==> src/pmc_regs.vh <==
`ifndef PMC_REGS_VH
`define PMC_REGS_VH

// Operating mode encodings
`define PMC_MODE_SHIP 2'h0
`define PMC_MODE_LOWPWR 2'h1
`define PMC_MODE_ACTBAT 2'h2
`define PMC_MODE_ADAPT 2'h3

// Long wake press time in milliseconds, and the clock rate in kHz
// Product kept inside 32 bits
`define PMC_WAKE_TIME_MS 32'd2000
`define PMC_CLK_KHZ 32'd25000
`define PMC_WAKE_CYCLES (`PMC_WAKE_TIME_MS * `PMC_CLK_KHZ)

// Reset values
`define PMC_RST_MODE `PMC_MODE_SHIP

`endif

==> src/pmc_power_mode_controller.v <==
`timescale 1ns/1ps
`include "pmc_regs.vh"

module pmc_power_mode_controller #(
   parameter [31:0] WAKE_CYCLES = `PMC_WAKE_CYCLES
)
(
   input wire clk,
   input wire reset_n,
   input wire inputAboveUvlo,
   input wire inputAboveOvp,
   input wire inputAboveSleepMargin,
   input wire inputAboveFloor,
   input wire batteryAboveUvlo,
   input wire batteryAboveMaxUvlo,
   input wire batteryOvercurrent,
   input wire wake_button_n,
   input wire low_power_request_n,
   input wire ship_entry_request,
   input wire shipRequestClear,
   input wire busIrqBusy,
   input wire output_rail_enable,
   input wire chargeEnable,
   output reg [1:0] operatingMode,
   output reg alwaysOnRailEnable,
   output reg batterySwitchOn,
   output reg inputPathOn,
   output reg chargeAllow,
   output reg adcContinuous,
   output reg busEnable,
   output reg oscEnable,
   output reg outputRailOn,
   output reg shipPending
);
   // ----------------------------------------
   // Input synchronisers
   // ----------------------------------------
   wire [12:0] syncIn;
   pmc_sync #(.WIDTH(13), .RESET_VALUE(13'h0_060)) uSync (
      .clk(clk),
      .reset_n(reset_n),
      .asyncIn({chargeEnable,
         inputAboveUvlo, inputAboveOvp, inputAboveSleepMargin, inputAboveFloor,
         batteryAboveUvlo, batteryAboveMaxUvlo, wake_button_n, low_power_request_n,
         batteryOvercurrent, ship_entry_request, shipRequestClear, busIrqBusy}),
      .syncOut(syncIn)
   );
   wire chgEn = syncIn[12];
   wire vinOk = syncIn[11];
   wire vinOvp = syncIn[10];
   wire vinMargin = syncIn[9];
   wire vinFloor = syncIn[8];
   wire batOk = syncIn[7];
   wire batHigh = syncIn[6];
   wire buttonN = syncIn[5];
   wire lpN = syncIn[4];
   wire battery_overcurrent_trip = syncIn[3];
   wire shipReq = syncIn[2];
   wire shipClr = syncIn[1];
   wire busBusy = syncIn[0];

   // ----------------------------------------
   // Mode state machine
   // ----------------------------------------
   localparam [2:0] ST_BATINS = 3'd0;
   localparam [2:0] ST_SHIP = 3'd1;
   localparam [2:0] ST_WAKE = 3'd2;
   localparam [2:0] ST_ACTBAT = 3'd3;
   localparam [2:0] ST_LOWPWR = 3'd4;
   localparam [2:0] ST_ADAPT = 3'd5;

   reg [2:0] state_r;
   reg [2:0] state_nxt;
   reg [31:0] wakeCnt_r;
   reg [31:0] wakeCnt_nxt;
   reg wakeDone_r;
   reg wakeDone_nxt;
   reg pending_r;
   reg pending_nxt;
   reg ocpTrip_r;
   reg railHold_r;
   reg [1:0] settleCnt_r;
   // Terminal count of the long press timer
   wire wakeExpired = (wakeCnt_r >= WAKE_CYCLES - 32'h0000_0001);
   // Ship entry needs input gone and button released; charge enable not consulted
   wire shipGo = pending_r && !vinOk && buttonN;
   // Low power entry waits for bus and interrupt traffic to finish
   wire lpGo = !lpN && !vinOk && buttonN && !busBusy && !vinOvp;
   // Overvoltage input with the pin low is served from the battery
   wire adaptOk = vinOk && !(vinOvp && !lpN);

   always @*
   begin
      state_nxt = state_r;
      wakeCnt_nxt = wakeCnt_r;
      wakeDone_nxt = wakeDone_r;
      // Clear only while input valid; a new request wins; watchdog has no path here
      pending_nxt = pending_r;
      if (shipClr && vinOk)
         pending_nxt = 1'b0;
      if (shipReq)
         pending_nxt = 1'b1;
      case (state_r)
         ST_BATINS:
         begin
            // Decide only once the synchronisers carry real pin levels
            if (settleCnt_r != 2'h2)
               state_nxt = ST_BATINS;
            else if (vinOk)
               state_nxt = adaptOk ? ST_ADAPT : ST_ACTBAT;
            else if (buttonN)
               state_nxt = ST_SHIP;
            else
            begin
               state_nxt = ST_WAKE;
               wakeCnt_nxt = 32'h0000_0000;
               wakeDone_nxt = 1'b0;
            end
         end
         ST_SHIP:
         begin
            // Requests are discarded while latched off
            pending_nxt = 1'b0;
            if (vinOk)
               state_nxt = adaptOk ? ST_ADAPT : ST_ACTBAT;
            else if (!buttonN && batHigh)
            begin
               state_nxt = ST_WAKE;
               wakeCnt_nxt = 32'h0000_0000;
               wakeDone_nxt = 1'b0;
            end
         end
         ST_WAKE:
         begin
            // Release before the long press time falls back to ship
            if (vinOk)
               state_nxt = adaptOk ? ST_ADAPT : ST_ACTBAT;
            else if (!buttonN)
            begin
               if (wakeExpired)
                  wakeDone_nxt = 1'b1;
               else
                  wakeCnt_nxt = wakeCnt_r + 32'h0000_0001;
            end
            else if (wakeDone_r && batOk)
               state_nxt = ST_ACTBAT;
            else
               state_nxt = ST_SHIP;
         end
         ST_ACTBAT:
         begin
            // Low battery drops to ship only when no input is present
            if (adaptOk)
               state_nxt = ST_ADAPT;
            else if (shipGo || (!batOk && !vinOk))
               state_nxt = ST_SHIP;
            else if (lpGo)
               state_nxt = ST_LOWPWR;
         end
         ST_LOWPWR:
         begin
            // Any wake source leaves low power before ship is considered
            if (vinOk || lpN || vinOvp || !buttonN)
               state_nxt = adaptOk ? ST_ADAPT : ST_ACTBAT;
            else if (shipGo || !batOk)
               state_nxt = ST_SHIP;
         end
         ST_ADAPT:
         begin
            // Overvoltage input with the pin low falls back to battery
            if (!adaptOk)
            begin
               if (shipGo || (!batOk && !vinOk))
                  state_nxt = ST_SHIP;
               else
                  state_nxt = ST_ACTBAT;
            end
         end
         default:
            state_nxt = ST_SHIP;
      endcase
   end

   always @(posedge clk or negedge reset_n)
   begin
      if (!reset_n)
      begin
         state_r <= ST_BATINS;
         wakeCnt_r <= 32'h0000_0000;
         wakeDone_r <= 1'b0;
         pending_r <= 1'b0;
      end
      else
      begin
         state_r <= state_nxt;
         wakeCnt_r <= wakeCnt_nxt;
         wakeDone_r <= wakeDone_nxt;
         pending_r <= pending_nxt;
      end
   end

   // ----------------------------------------
   // Insertion settle counter
   // ----------------------------------------
   always @(posedge clk or negedge reset_n)
   begin
      if (!reset_n)
         settleCnt_r <= 2'h0;
      else if (state_r == ST_BATINS && settleCnt_r != 2'h2)
         settleCnt_r <= settleCnt_r + 2'h1;
   end

   // ----------------------------------------
   // Battery switch protection
   // ----------------------------------------
   // Overcurrent latches the switch open until ship mode or a valid input clears it
   always @(posedge clk or negedge reset_n)
   begin
      if (!reset_n)
         ocpTrip_r <= 1'b0;
      else if (state_r == ST_SHIP || vinOk)
         ocpTrip_r <= 1'b0;
      else if (battery_overcurrent_trip)
         ocpTrip_r <= 1'b1;
   end

   // Output rail enable sampled while awake, frozen in low power
   always @(posedge clk or negedge reset_n)
   begin
      if (!reset_n)
         railHold_r <= 1'b0;
      else if (state_nxt == ST_ACTBAT || state_nxt == ST_ADAPT)
         railHold_r <= output_rail_enable;
   end

   // ----------------------------------------
   // Registered outputs
   // ----------------------------------------
   wire inAdapt = (state_nxt == ST_ADAPT);
   wire inLp = (state_nxt == ST_LOWPWR);
   wire inAct = (state_nxt == ST_ACTBAT);
   always @(posedge clk or negedge reset_n)
   begin
      if (!reset_n)
      begin
         operatingMode <= `PMC_RST_MODE;
         alwaysOnRailEnable <= 1'b0;
         batterySwitchOn <= 1'b0;
         inputPathOn <= 1'b0;
         chargeAllow <= 1'b0;
         adcContinuous <= 1'b0;
         busEnable <= 1'b0;
         oscEnable <= 1'b0;
         outputRailOn <= 1'b0;
         shipPending <= 1'b0;
      end
      else
      begin
         // One mode only; wake timing and insertion checks count as ship
         if (inAdapt)
            operatingMode <= `PMC_MODE_ADAPT;
         else if (inLp)
            operatingMode <= `PMC_MODE_LOWPWR;
         else if (inAct)
            operatingMode <= `PMC_MODE_ACTBAT;
         else
            operatingMode <= `PMC_MODE_SHIP;
         // Always-on rail off in ship, on during insertion check and wake timing
         alwaysOnRailEnable <= !(state_nxt == ST_SHIP);
         batterySwitchOn <= (inAct || inLp) && batOk && !ocpTrip_r && !battery_overcurrent_trip;
         inputPathOn <= inAdapt && vinMargin && !vinOvp;
         chargeAllow <= inAdapt && vinFloor && !vinOvp && chgEn;
         adcContinuous <= inAdapt;
         busEnable <= inAdapt || inAct;
         oscEnable <= inAdapt || inAct || (state_nxt == ST_WAKE);
         outputRailOn <= (inAdapt || inAct) ? output_rail_enable : (inLp && railHold_r);
         shipPending <= pending_nxt;
      end
   end
endmodule

==> src/pmc_sync.v <==
`timescale 1ns/1ps
module pmc_sync #(
   parameter WIDTH = 8,
   parameter [WIDTH-1:0] RESET_VALUE = {WIDTH{1'b0}}
)
(
   input wire clk,
   input wire reset_n,
   input wire [WIDTH-1:0] asyncIn,
   output wire [WIDTH-1:0] syncOut
);
   reg [WIDTH-1:0] stage1_r;
   reg [WIDTH-1:0] stage2_r;
   genvar i;
   generate
      for (i = 0; i < WIDTH; i = i + 1)
      begin : gBit
         always @(posedge clk or negedge reset_n)
         begin
            if (!reset_n)
            begin
               stage1_r[i] <= RESET_VALUE[i];
               stage2_r[i] <= RESET_VALUE[i];
            end
            else
            begin
               stage1_r[i] <= asyncIn[i];
               stage2_r[i] <= stage1_r[i];
            end
         end
      end
   endgenerate
   assign syncOut = stage2_r;
endmodule

==> config.mk <==
export PLATFORM = sky130hd
export DESIGN_NAME = pmc_power_mode_controller
export DESIGN_NICKNAME = d
export VERILOG_FILES = /design/src/pmc_power_mode_controller.v /design/src/pmc_sync.v
export VERILOG_INCLUDE_DIRS = /design/src
export SDC_FILE = /design/constraint.sdc
export NUM_CORES = 1
export LEC_CHECK = 0
export BUFFER_PORTS_ARGS = -buffer_cell sky130_fd_sc_hd__clkbuf_2
export CAP_MARGIN = 15
export CORE_ASPECT_RATIO = 0.5
export CORE_MARGIN = 3
export CORE_UTILIZATION = 55
export CTS_BUF_LIST = sky130_fd_sc_hd__clkbuf_4 sky130_fd_sc_hd__clkbuf_8
export CTS_CLUSTER_DIAMETER = 100
export DETAILED_ROUTE_END_ITERATION = 8
export PLACE_DENSITY_LB_ADDON = 0.12
export SETUP_SLACK_MARGIN = 0.3
export SYNTH_ARGS = -nofsm -noshare
export SYNTH_HDL_FRONTEND = slang
export SYNTH_SLANG_ARGS = --single-unit
==> constraint.sdc <==
create_clock -name clk -period 4.65 [get_ports clk]
set_input_delay 0.93 -clock clk [delete_from_list [all_inputs] [get_ports clk]]
set_output_delay 0.93 -clock clk [all_outputs]
set_load 0.02 [all_outputs]
==> summary.md, run 1 <==
| Metric | Value |
|---|---|
| RSZ-0062 raised after global routing | `no` |
| Post-synth ARST share | `between 90% and 100%` |
| GP Congestion | `0.9205` |
| FP Rows | `19` |
| Layout Skew | `9.721 ps` |
| CP Capture Type | `flip-flop` |
| Largest net degree at the start of global routing | `40` |
| Post-synthesis net count | `~340` |
| Synth unique cells | `56` |
| Final nets | `367` |
| Post-route DRC violation count | `0` |
| Hpwl dp | `4768 µm` |
| Avg Cell Area, Syn | `10.73 µm²` |
| CTS sink cnt | `77` |
| Die X | `around 120 µm` |
| Final core occ | `between 60% and 70%` |
| VDD IR-drop max | `0.1669 mV` |
| Status | `completed` |
| Initial antenna violation count | `0` |
| Highest clock rate | `0.3208 GHz` |
| Largest cells by area after synthesis | `dfrtp_1 52%, a21oi_1 3.4%, dfstp_2 3.0%` |
| Slew @ Worst Pin | `approximately 940 ps` |
| Worst EP arrival | `3380 ps` |
| Pwr Density | `~420 nW/µm²` |
| Gr usage total | `between 20 and 25%` |
| Max-slew headroom | `37.42%` |
| Antenna-violating nets left | `0` |
| DR WL/cell | `16.07 µm` |
| Post-synth top flop | `dfrtp_1` |
| Grt ovf | `0` |
| Min cycle time layout | `3117 ps` |
| WS Path Type | `flip-flop to flip-flop` |
| Final Hold Vio Count | `0` |
| Synth Register Bits | `77` |
| Synth Cell Area | `3488 µm²` |
| Vias in the first global route | `2567` |
| Root Buffer | `clkbuf_8` |
| Clock buffer depth | `2` |
| Ratio of cells with drive above 1 in the final layout | `16.67%` |
| Full die area | `~7400 µm²` |
| Startpoint types | `flip-flop` |
| Drt total wl | `7039 µm` |
| Hold Worst Slack | `349.6 ps` |
| Max Cap Viol | `0` |
| DP Cell Count | `421` |
| Final worst-path cycle share | `67.03%` |
| Post-Synthesis Cells | `325` |
| Setup violators final | `0` |
| Post CTS Setup Buffer Count | `0` |
| # diodes | `0` |
| Final Non-Filler Cells | `438` |
| Top Ports | `27` |
| Top-count cell post-synth | `dfrtp_1` |
| P&R area growth vs syn | `10.69%` |
| Buffers on Ports | `26` |
| Die height | `roughly 62 µm` |
| Post-CTS Resized | `0` |
| Sequential area share after synthesis | `between 50% and 60%` |
| P_leak | `1.624 nW` |
| Synth top area share | `a little over half` |
| Clock Pin Slew Worst Setup and Hold Paths | `80 ps` |
| Setup TNS | `0 ps` |
| Number of flops mapped to enable cells by yosys | `0` |
| CTS H-tree lvls | `3` |
| Vias | `2629` |
| First-pass GRT wire length | `12290 µm` |
| CTS Buf Count | `9` |
| TritonCTS clock tree | `done` |
| Crit Path Max Fanout | `38` |
| Vias per inst | `6.002` |
| DRT Pass-1 Iters | `4` |
| Total power | `~1.6 mW` |
| Yosys warns | `0` |
| Synth top cells by count | `73 x dfrtp_1, 25 x nand2_1, 24 x a21oi_1` |
| HP Class | `flip-flop to flip-flop` |
| Final count of pins violating max slew | `0` |
| Worst-Skew Late Latency | `340 ps` |
| Initial DRC Count | `242` |
| Critical Path RT | `4910 ps` |
| Most area-hungry cell type in the Yosys netlist | `dfrtp_1` |
| Core region area | `5801 µm²` |
| Initial Util | `about 60%` |
| Hold-fix buffers, CTS | `0` |
-- through the flow --
step / worst slack, ps / instance area [µm²]
2_1_floorplan: 2251 / 3488
3_5_place_dp: 1537 / 3660
4_1_cts: 1513 / 3846
3_3_place_gp: 1677 / 3660
5_1_grt: 1190 / 3861
6_report: 1533 / 3861
-- worst paths after layout --
kind                                    from                end  slack, ps  depth (start not counted)
setup / recovery              settleCnt_r[0]      wakeCnt_r[12]       1530                          9
min in group asynchronous            reset_n  uSync.syncOut[10]        690                          1
setup reg to reg              settleCnt_r[0]      wakeCnt_r[12]       1530                          9
hold reg to reg            uSync.stage1_r[9]   uSync.syncOut[9]        350                          0
hold / removal             uSync.stage1_r[9]   uSync.syncOut[9]        350                          0
max in group asynchronous            reset_n  uSync.stage1_r[6]       2930                          2
-- cell usage in the layout, fill, tap and decap left out, types with 2 or more instances in the layout --
cell type   Yosys  routed
o41ai_1         2       2
inv_1          12      12
nor2b_1         2       2
a31oi_1         3       3
dfrtp_1        73      73
o21a_1          4       4
o2111a_1        2       2
nor3_1          6       6
nor4b_1         2       2
and2_1          6       6
xnor2_1         2       2
nand4_1         5       5
mux2i_1         6       6
clkbuf_8        0      11
o31ai_1        14      14
a41oi_1         2       2
nor2_1         14      14
o21bai_1        7       7
nand2b_1        2       2
and4_1          2       2
nor4_1          8       8
a21oi_1        24      23
ha_1            2       2
and3_1          7       7
or4_1          14      14
o21ai_0        16      16
clkinvlp_4      0       2
buf_4           0       3
clkbuf_2        0      25
clkbuf_4        0       2
nand3_1        16      16
or3_1           2       2
nand2_1        25      25
dfstp_2         4       4
-- logic make-up (layout without fill, tap and decap cells) --
group                    after synthesis  count (layout)  share of synthesized area [%]
flip-flops                            77              77                          55.38
AND/OR/NAND/NOR                      120             120                          19.69
AO/OA/AOI/OAI                         88              88                          17.79
adder cells (fa/ha/maj)                2               2                         0.7172
XOR/XNOR                               2               2                         0.5022
buffers and inverters                 29              58                          3.873
multiplexers                           7               7                          2.045
-- layout make-up --
type	count	area [µm²]
Tap cell	84	105.1
Inverter	12	45.04
Clock buffer	13	166.4
Sequential cell	77	1932
Timing Repair Buffer	30	167.7
Fill cell	478	1939
Clock inverter	3	20.02
Multi-Input combinational cell	219	1425
-- power breakdown --
part           leakage (nW)  switching (mW)  internal (mW)
clock                0.0925           0.225          0.234
sequential            0.981          0.0556          0.739
combinational         0.551           0.242          0.119
total                  1.62           0.522           1.09
-- state kept, by name (all words and copies together), names as in the netlist, 2 cells and up --
register        cells
wakeCnt_r          32
uSync.syncOut      13
state_r             3
operatingMode       2
uSync.stage1_r     13
settleCnt_r         2
-- worst max-delay path, cell delays in order, from the launching register on --
cell      delay, ps
dfrtp_1         330
inv_1            60
ha_1            240
or3_1           330
o2111a_1        170
a211oi_4        430
o211ai_4        410
buf_4           350
or4_1           520
a21oi_1         170
-- metal layers --
metal / track usage, % / wire length (µm)
met5: 0 / 0
met4: 5.339 / 87
met3: 6.618 / 285
met2: 32.72 / 3315
met1: 28.10 / 3350
No activity file was read; power rests on OpenSTA's default activity.
==> inputs of run 2 (changes only) <==
clock period = 3 ns   (was 4.65 ns; I/O delays follow)
==> summary.md, run 2 (synthesized netlist as in run 1, its figures left out) <==
| Metric | Value |
|---|---|
| Status | `completed` |
| Crit path max-delay family | `simple AND/OR/NAND/NOR gates` |
| Delay of the slowest cell on the worst path | `540 ps (+20 ps)` |
| TritonCTS clock tree | `done` |
| Core region area | `5801 µm² (unchanged)` |
| Clock share of power | `29.9% (+1.5 points)` |
| RSZ-0062 raised after global routing | `no` |
| Most common cell after layout, fill and taps aside | `dfrtp_1` |
| Vias | `2653 (+0.91%)` |
| P&R area growth vs syn | `13.24%` |
| HP Class | `primary input to async pin` |
| Full die area | `7392 µm² (unchanged)` |
| Max-slew headroom | `50.11% (+13 points)` |
| Highest clock rate | `0.3961 GHz (+23%)` |
| Setup violators final | `0 (unchanged)` |
| DP Cell Count | `428 (+1.7%)` |
| Sw frac | `32.05% (-0.30 points)` |
| Drt total wl | `7187 µm (+2.1%)` |
| P_leak | `1.672 nW (+3.0%)` |
| NetSw | `0.8429 mW (+61%)` |
| First-pass GRT wire length | `12390 µm (+0.79%)` |
| Ratio of cells with drive above 1 in the final layout | `18.84% (+2.2 points)` |
| Critical Path RT | `3280 ps (-1630 ps)` |
| Crit path buf inv count | `1 (-1)` |
| Combinational share of power | `23.1% (+0.8 points)` |
| Grt met2 use | `32.16% (-0.57 points)` |
| WS Path Type | `flip-flop to flip-flop` |
| Buffers on Ports | `26 (unchanged)` |
| Top reg by flops | `wakeCnt_r` |
| GP Congestion | `0.9139 (-0.72%)` |
| CTS Buf Count | `9 (unchanged)` |
| Antenna-violating nets left | `0 (unchanged)` |
| Vias in the first global route | `2571 (+0.16%)` |
| Final Hold Vio Count | `0 (unchanged)` |
| CP Capture Type | `flip-flop` |
| Crit Path Max Fanout | `14 (-63%)` |
| Worst-path cell chain | `or3_1 -> o2111a_1 -> a211oi_4 -> o211ai_4 -> buf_4 -> or4_1 -> a21oi_1` |
| GR Util met3 | `7.344% (+0.73 points)` |
| Commonest cells after routing, fill and taps aside | `73 x dfrtp_1, 25 x nand2_1, 25 x clkbuf_2` |
| CTS H-tree lvls | `3 (unchanged)` |
| Post-route DRC violation count | `0 (unchanged)` |
| Initial Util | `60.14% (unchanged)` |
| Initial DRC Count | `205 (-15%)` |
| FP Rows | `19 (unchanged)` |
| Slowest CP cell | `dfrtp_1` |
| Flip-flop and latch area | `1932 µm² (unchanged)` |
| # diodes | `0 (unchanged)` |
| GRT met1 Usage | `28.58% (+0.48 points)` |
| Layout Skew | `3.493 ps (-6.228 ps)` |
| Gr usage total | `21.20% (+0.45 points)` |
| Initial antenna violation count | `0 (unchanged)` |
| Grt ovf | `0 (unchanged)` |
| Final worst-path cycle share | `84.16% (+17 points)` |
| Top Ports | `27 (unchanged)` |
| Number of flip-flops in the largest register | `32 (unchanged)` |
| Worst-Skew Late Latency | `350 ps (about the same)` |
| Final nets | `374 (+1.9%)` |
| Die height | `62.32 µm (unchanged)` |
| Die X | `118.6 µm (unchanged)` |
| DR WL/cell | `16.15 µm (+0.50%)` |
| Clock buffer depth | `2 (unchanged)` |
| Max Cap Viol | `0 (unchanged)` |
| Setup TNS | `0 ps (unchanged)` |
| Hold-fix buffers, CTS | `0 (unchanged)` |
| Reg power frac | `47.0% (-2.2 points)` |
| Largest net degree at the start of global routing | `78 (+95%)` |
| Worst EP arrival | `2810 ps (-570 ps)` |
| FILL cells | `465 (-2.7%)` |
| Startpoint types | `flip-flop` |
| VDD IR-drop max | `0.3134 mV (+88%)` |
| Hpwl dp | `4803 µm (+0.73%)` |
| Slew @ Worst Pin | `742.7 ps (-192.6 ps)` |
| Final Non-Filler Cells | `445 (+1.6%)` |
| DRT Pass-1 Iters | `4 (unchanged)` |
| Vias per inst | `5.962 (-0.67%)` |
| Pint | `1.787 mW (+64%)` |
| GRT Max-Usage Layer | `met2` |
| Final count of pins violating max slew | `0 (unchanged)` |
| Min cycle time layout | `2525 ps (-591.9 ps)` |
| Root Buffer | `clkbuf_8` |
| Area occupied by multi-input gates | `1436 µm² (+0.79%)` |
| CTS sink cnt | `77 (unchanged)` |
| Clock Pin Slew Worst Setup and Hold Paths | `70 ps (about the same)` |
| Pwr Density | `665.8 nW/µm² (+59%)` |
## run 2: metrics by stage
step / power (mW) / worst slack (ps) / utilization [%] / hold WS, ps / cell area (µm²)
finish: 2.630 / 475.1 / 68.10 / 264.9 / 3950
global route: 2.773 / 346.2 / 68.10 / 277.1 / 3950
CTS: 2.632 / 374.6 / 67.71 / 275.1 / 3928
detailed placement: 1.837 / 412.2 / 64.21 / 337.2 / 3725
global placement: 1.823 / 449.0 / 64.21 / 333.8 / 3725
floorplan: 1.654 / 600.9 / - / 304.4 / 3488
## run 2: routing by layer
layer / part of all wire, % / vias up
met5: 0 / -
met4: 1.7 / 0
met3: 5.7 / 10
met2: 46 / 68
met1: 46 / 1305
li1: - / 1270
## run 2: layout make-up
cell class              count  area share (%)
flip-flops and latches     77           48.91
repair buffers             37           5.797
well taps                  84           2.661
clock inverters             4           1.267
inverters                  12           1.140
multi-input cells         219           36.36
clock buffers              12           3.864
## run 2: what timing repair did
action | 4_1_cts | 5_1_grt
gates resized for setup | 0 | 4
setup endpoints to repair | 0 | 22
buffers inserted | 0 | 1
## run 2: final timing paths
path | from | end | slack, ps | depth (start not counted)
max in group asynchronous | reset_n | uSync.syncOut[5] | 2390 | 2
hold / removal | reset_n | ocpTrip_r | 260 | 2
setup / recovery | state_r[0] | wakeCnt_r[16] | 480 | 7
min in group clk | batteryAboveMaxUvlo | uSync.stage1_r[6] | 320 | 1
setup reg to reg | state_r[0] | wakeCnt_r[16] | 480 | 7
hold reg to reg | uSync.stage1_r[10] | uSync.syncOut[10] | 350 | 0
## run 2: power groups by stage
stage | sequential (mW) | combinational [mW] | clock (mW)
4_1_cts | 1.24 | 0.591 | 0.805
2_1_floorplan | 1.28 | 0.374 | 0
3_5_place_dp | 1.25 | 0.583 | 0
5_1_grt | 1.26 | 0.662 | 0.856
6_report | 1.24 | 0.607 | 0.786
3_3_place_gp | 1.25 | 0.577 | 0
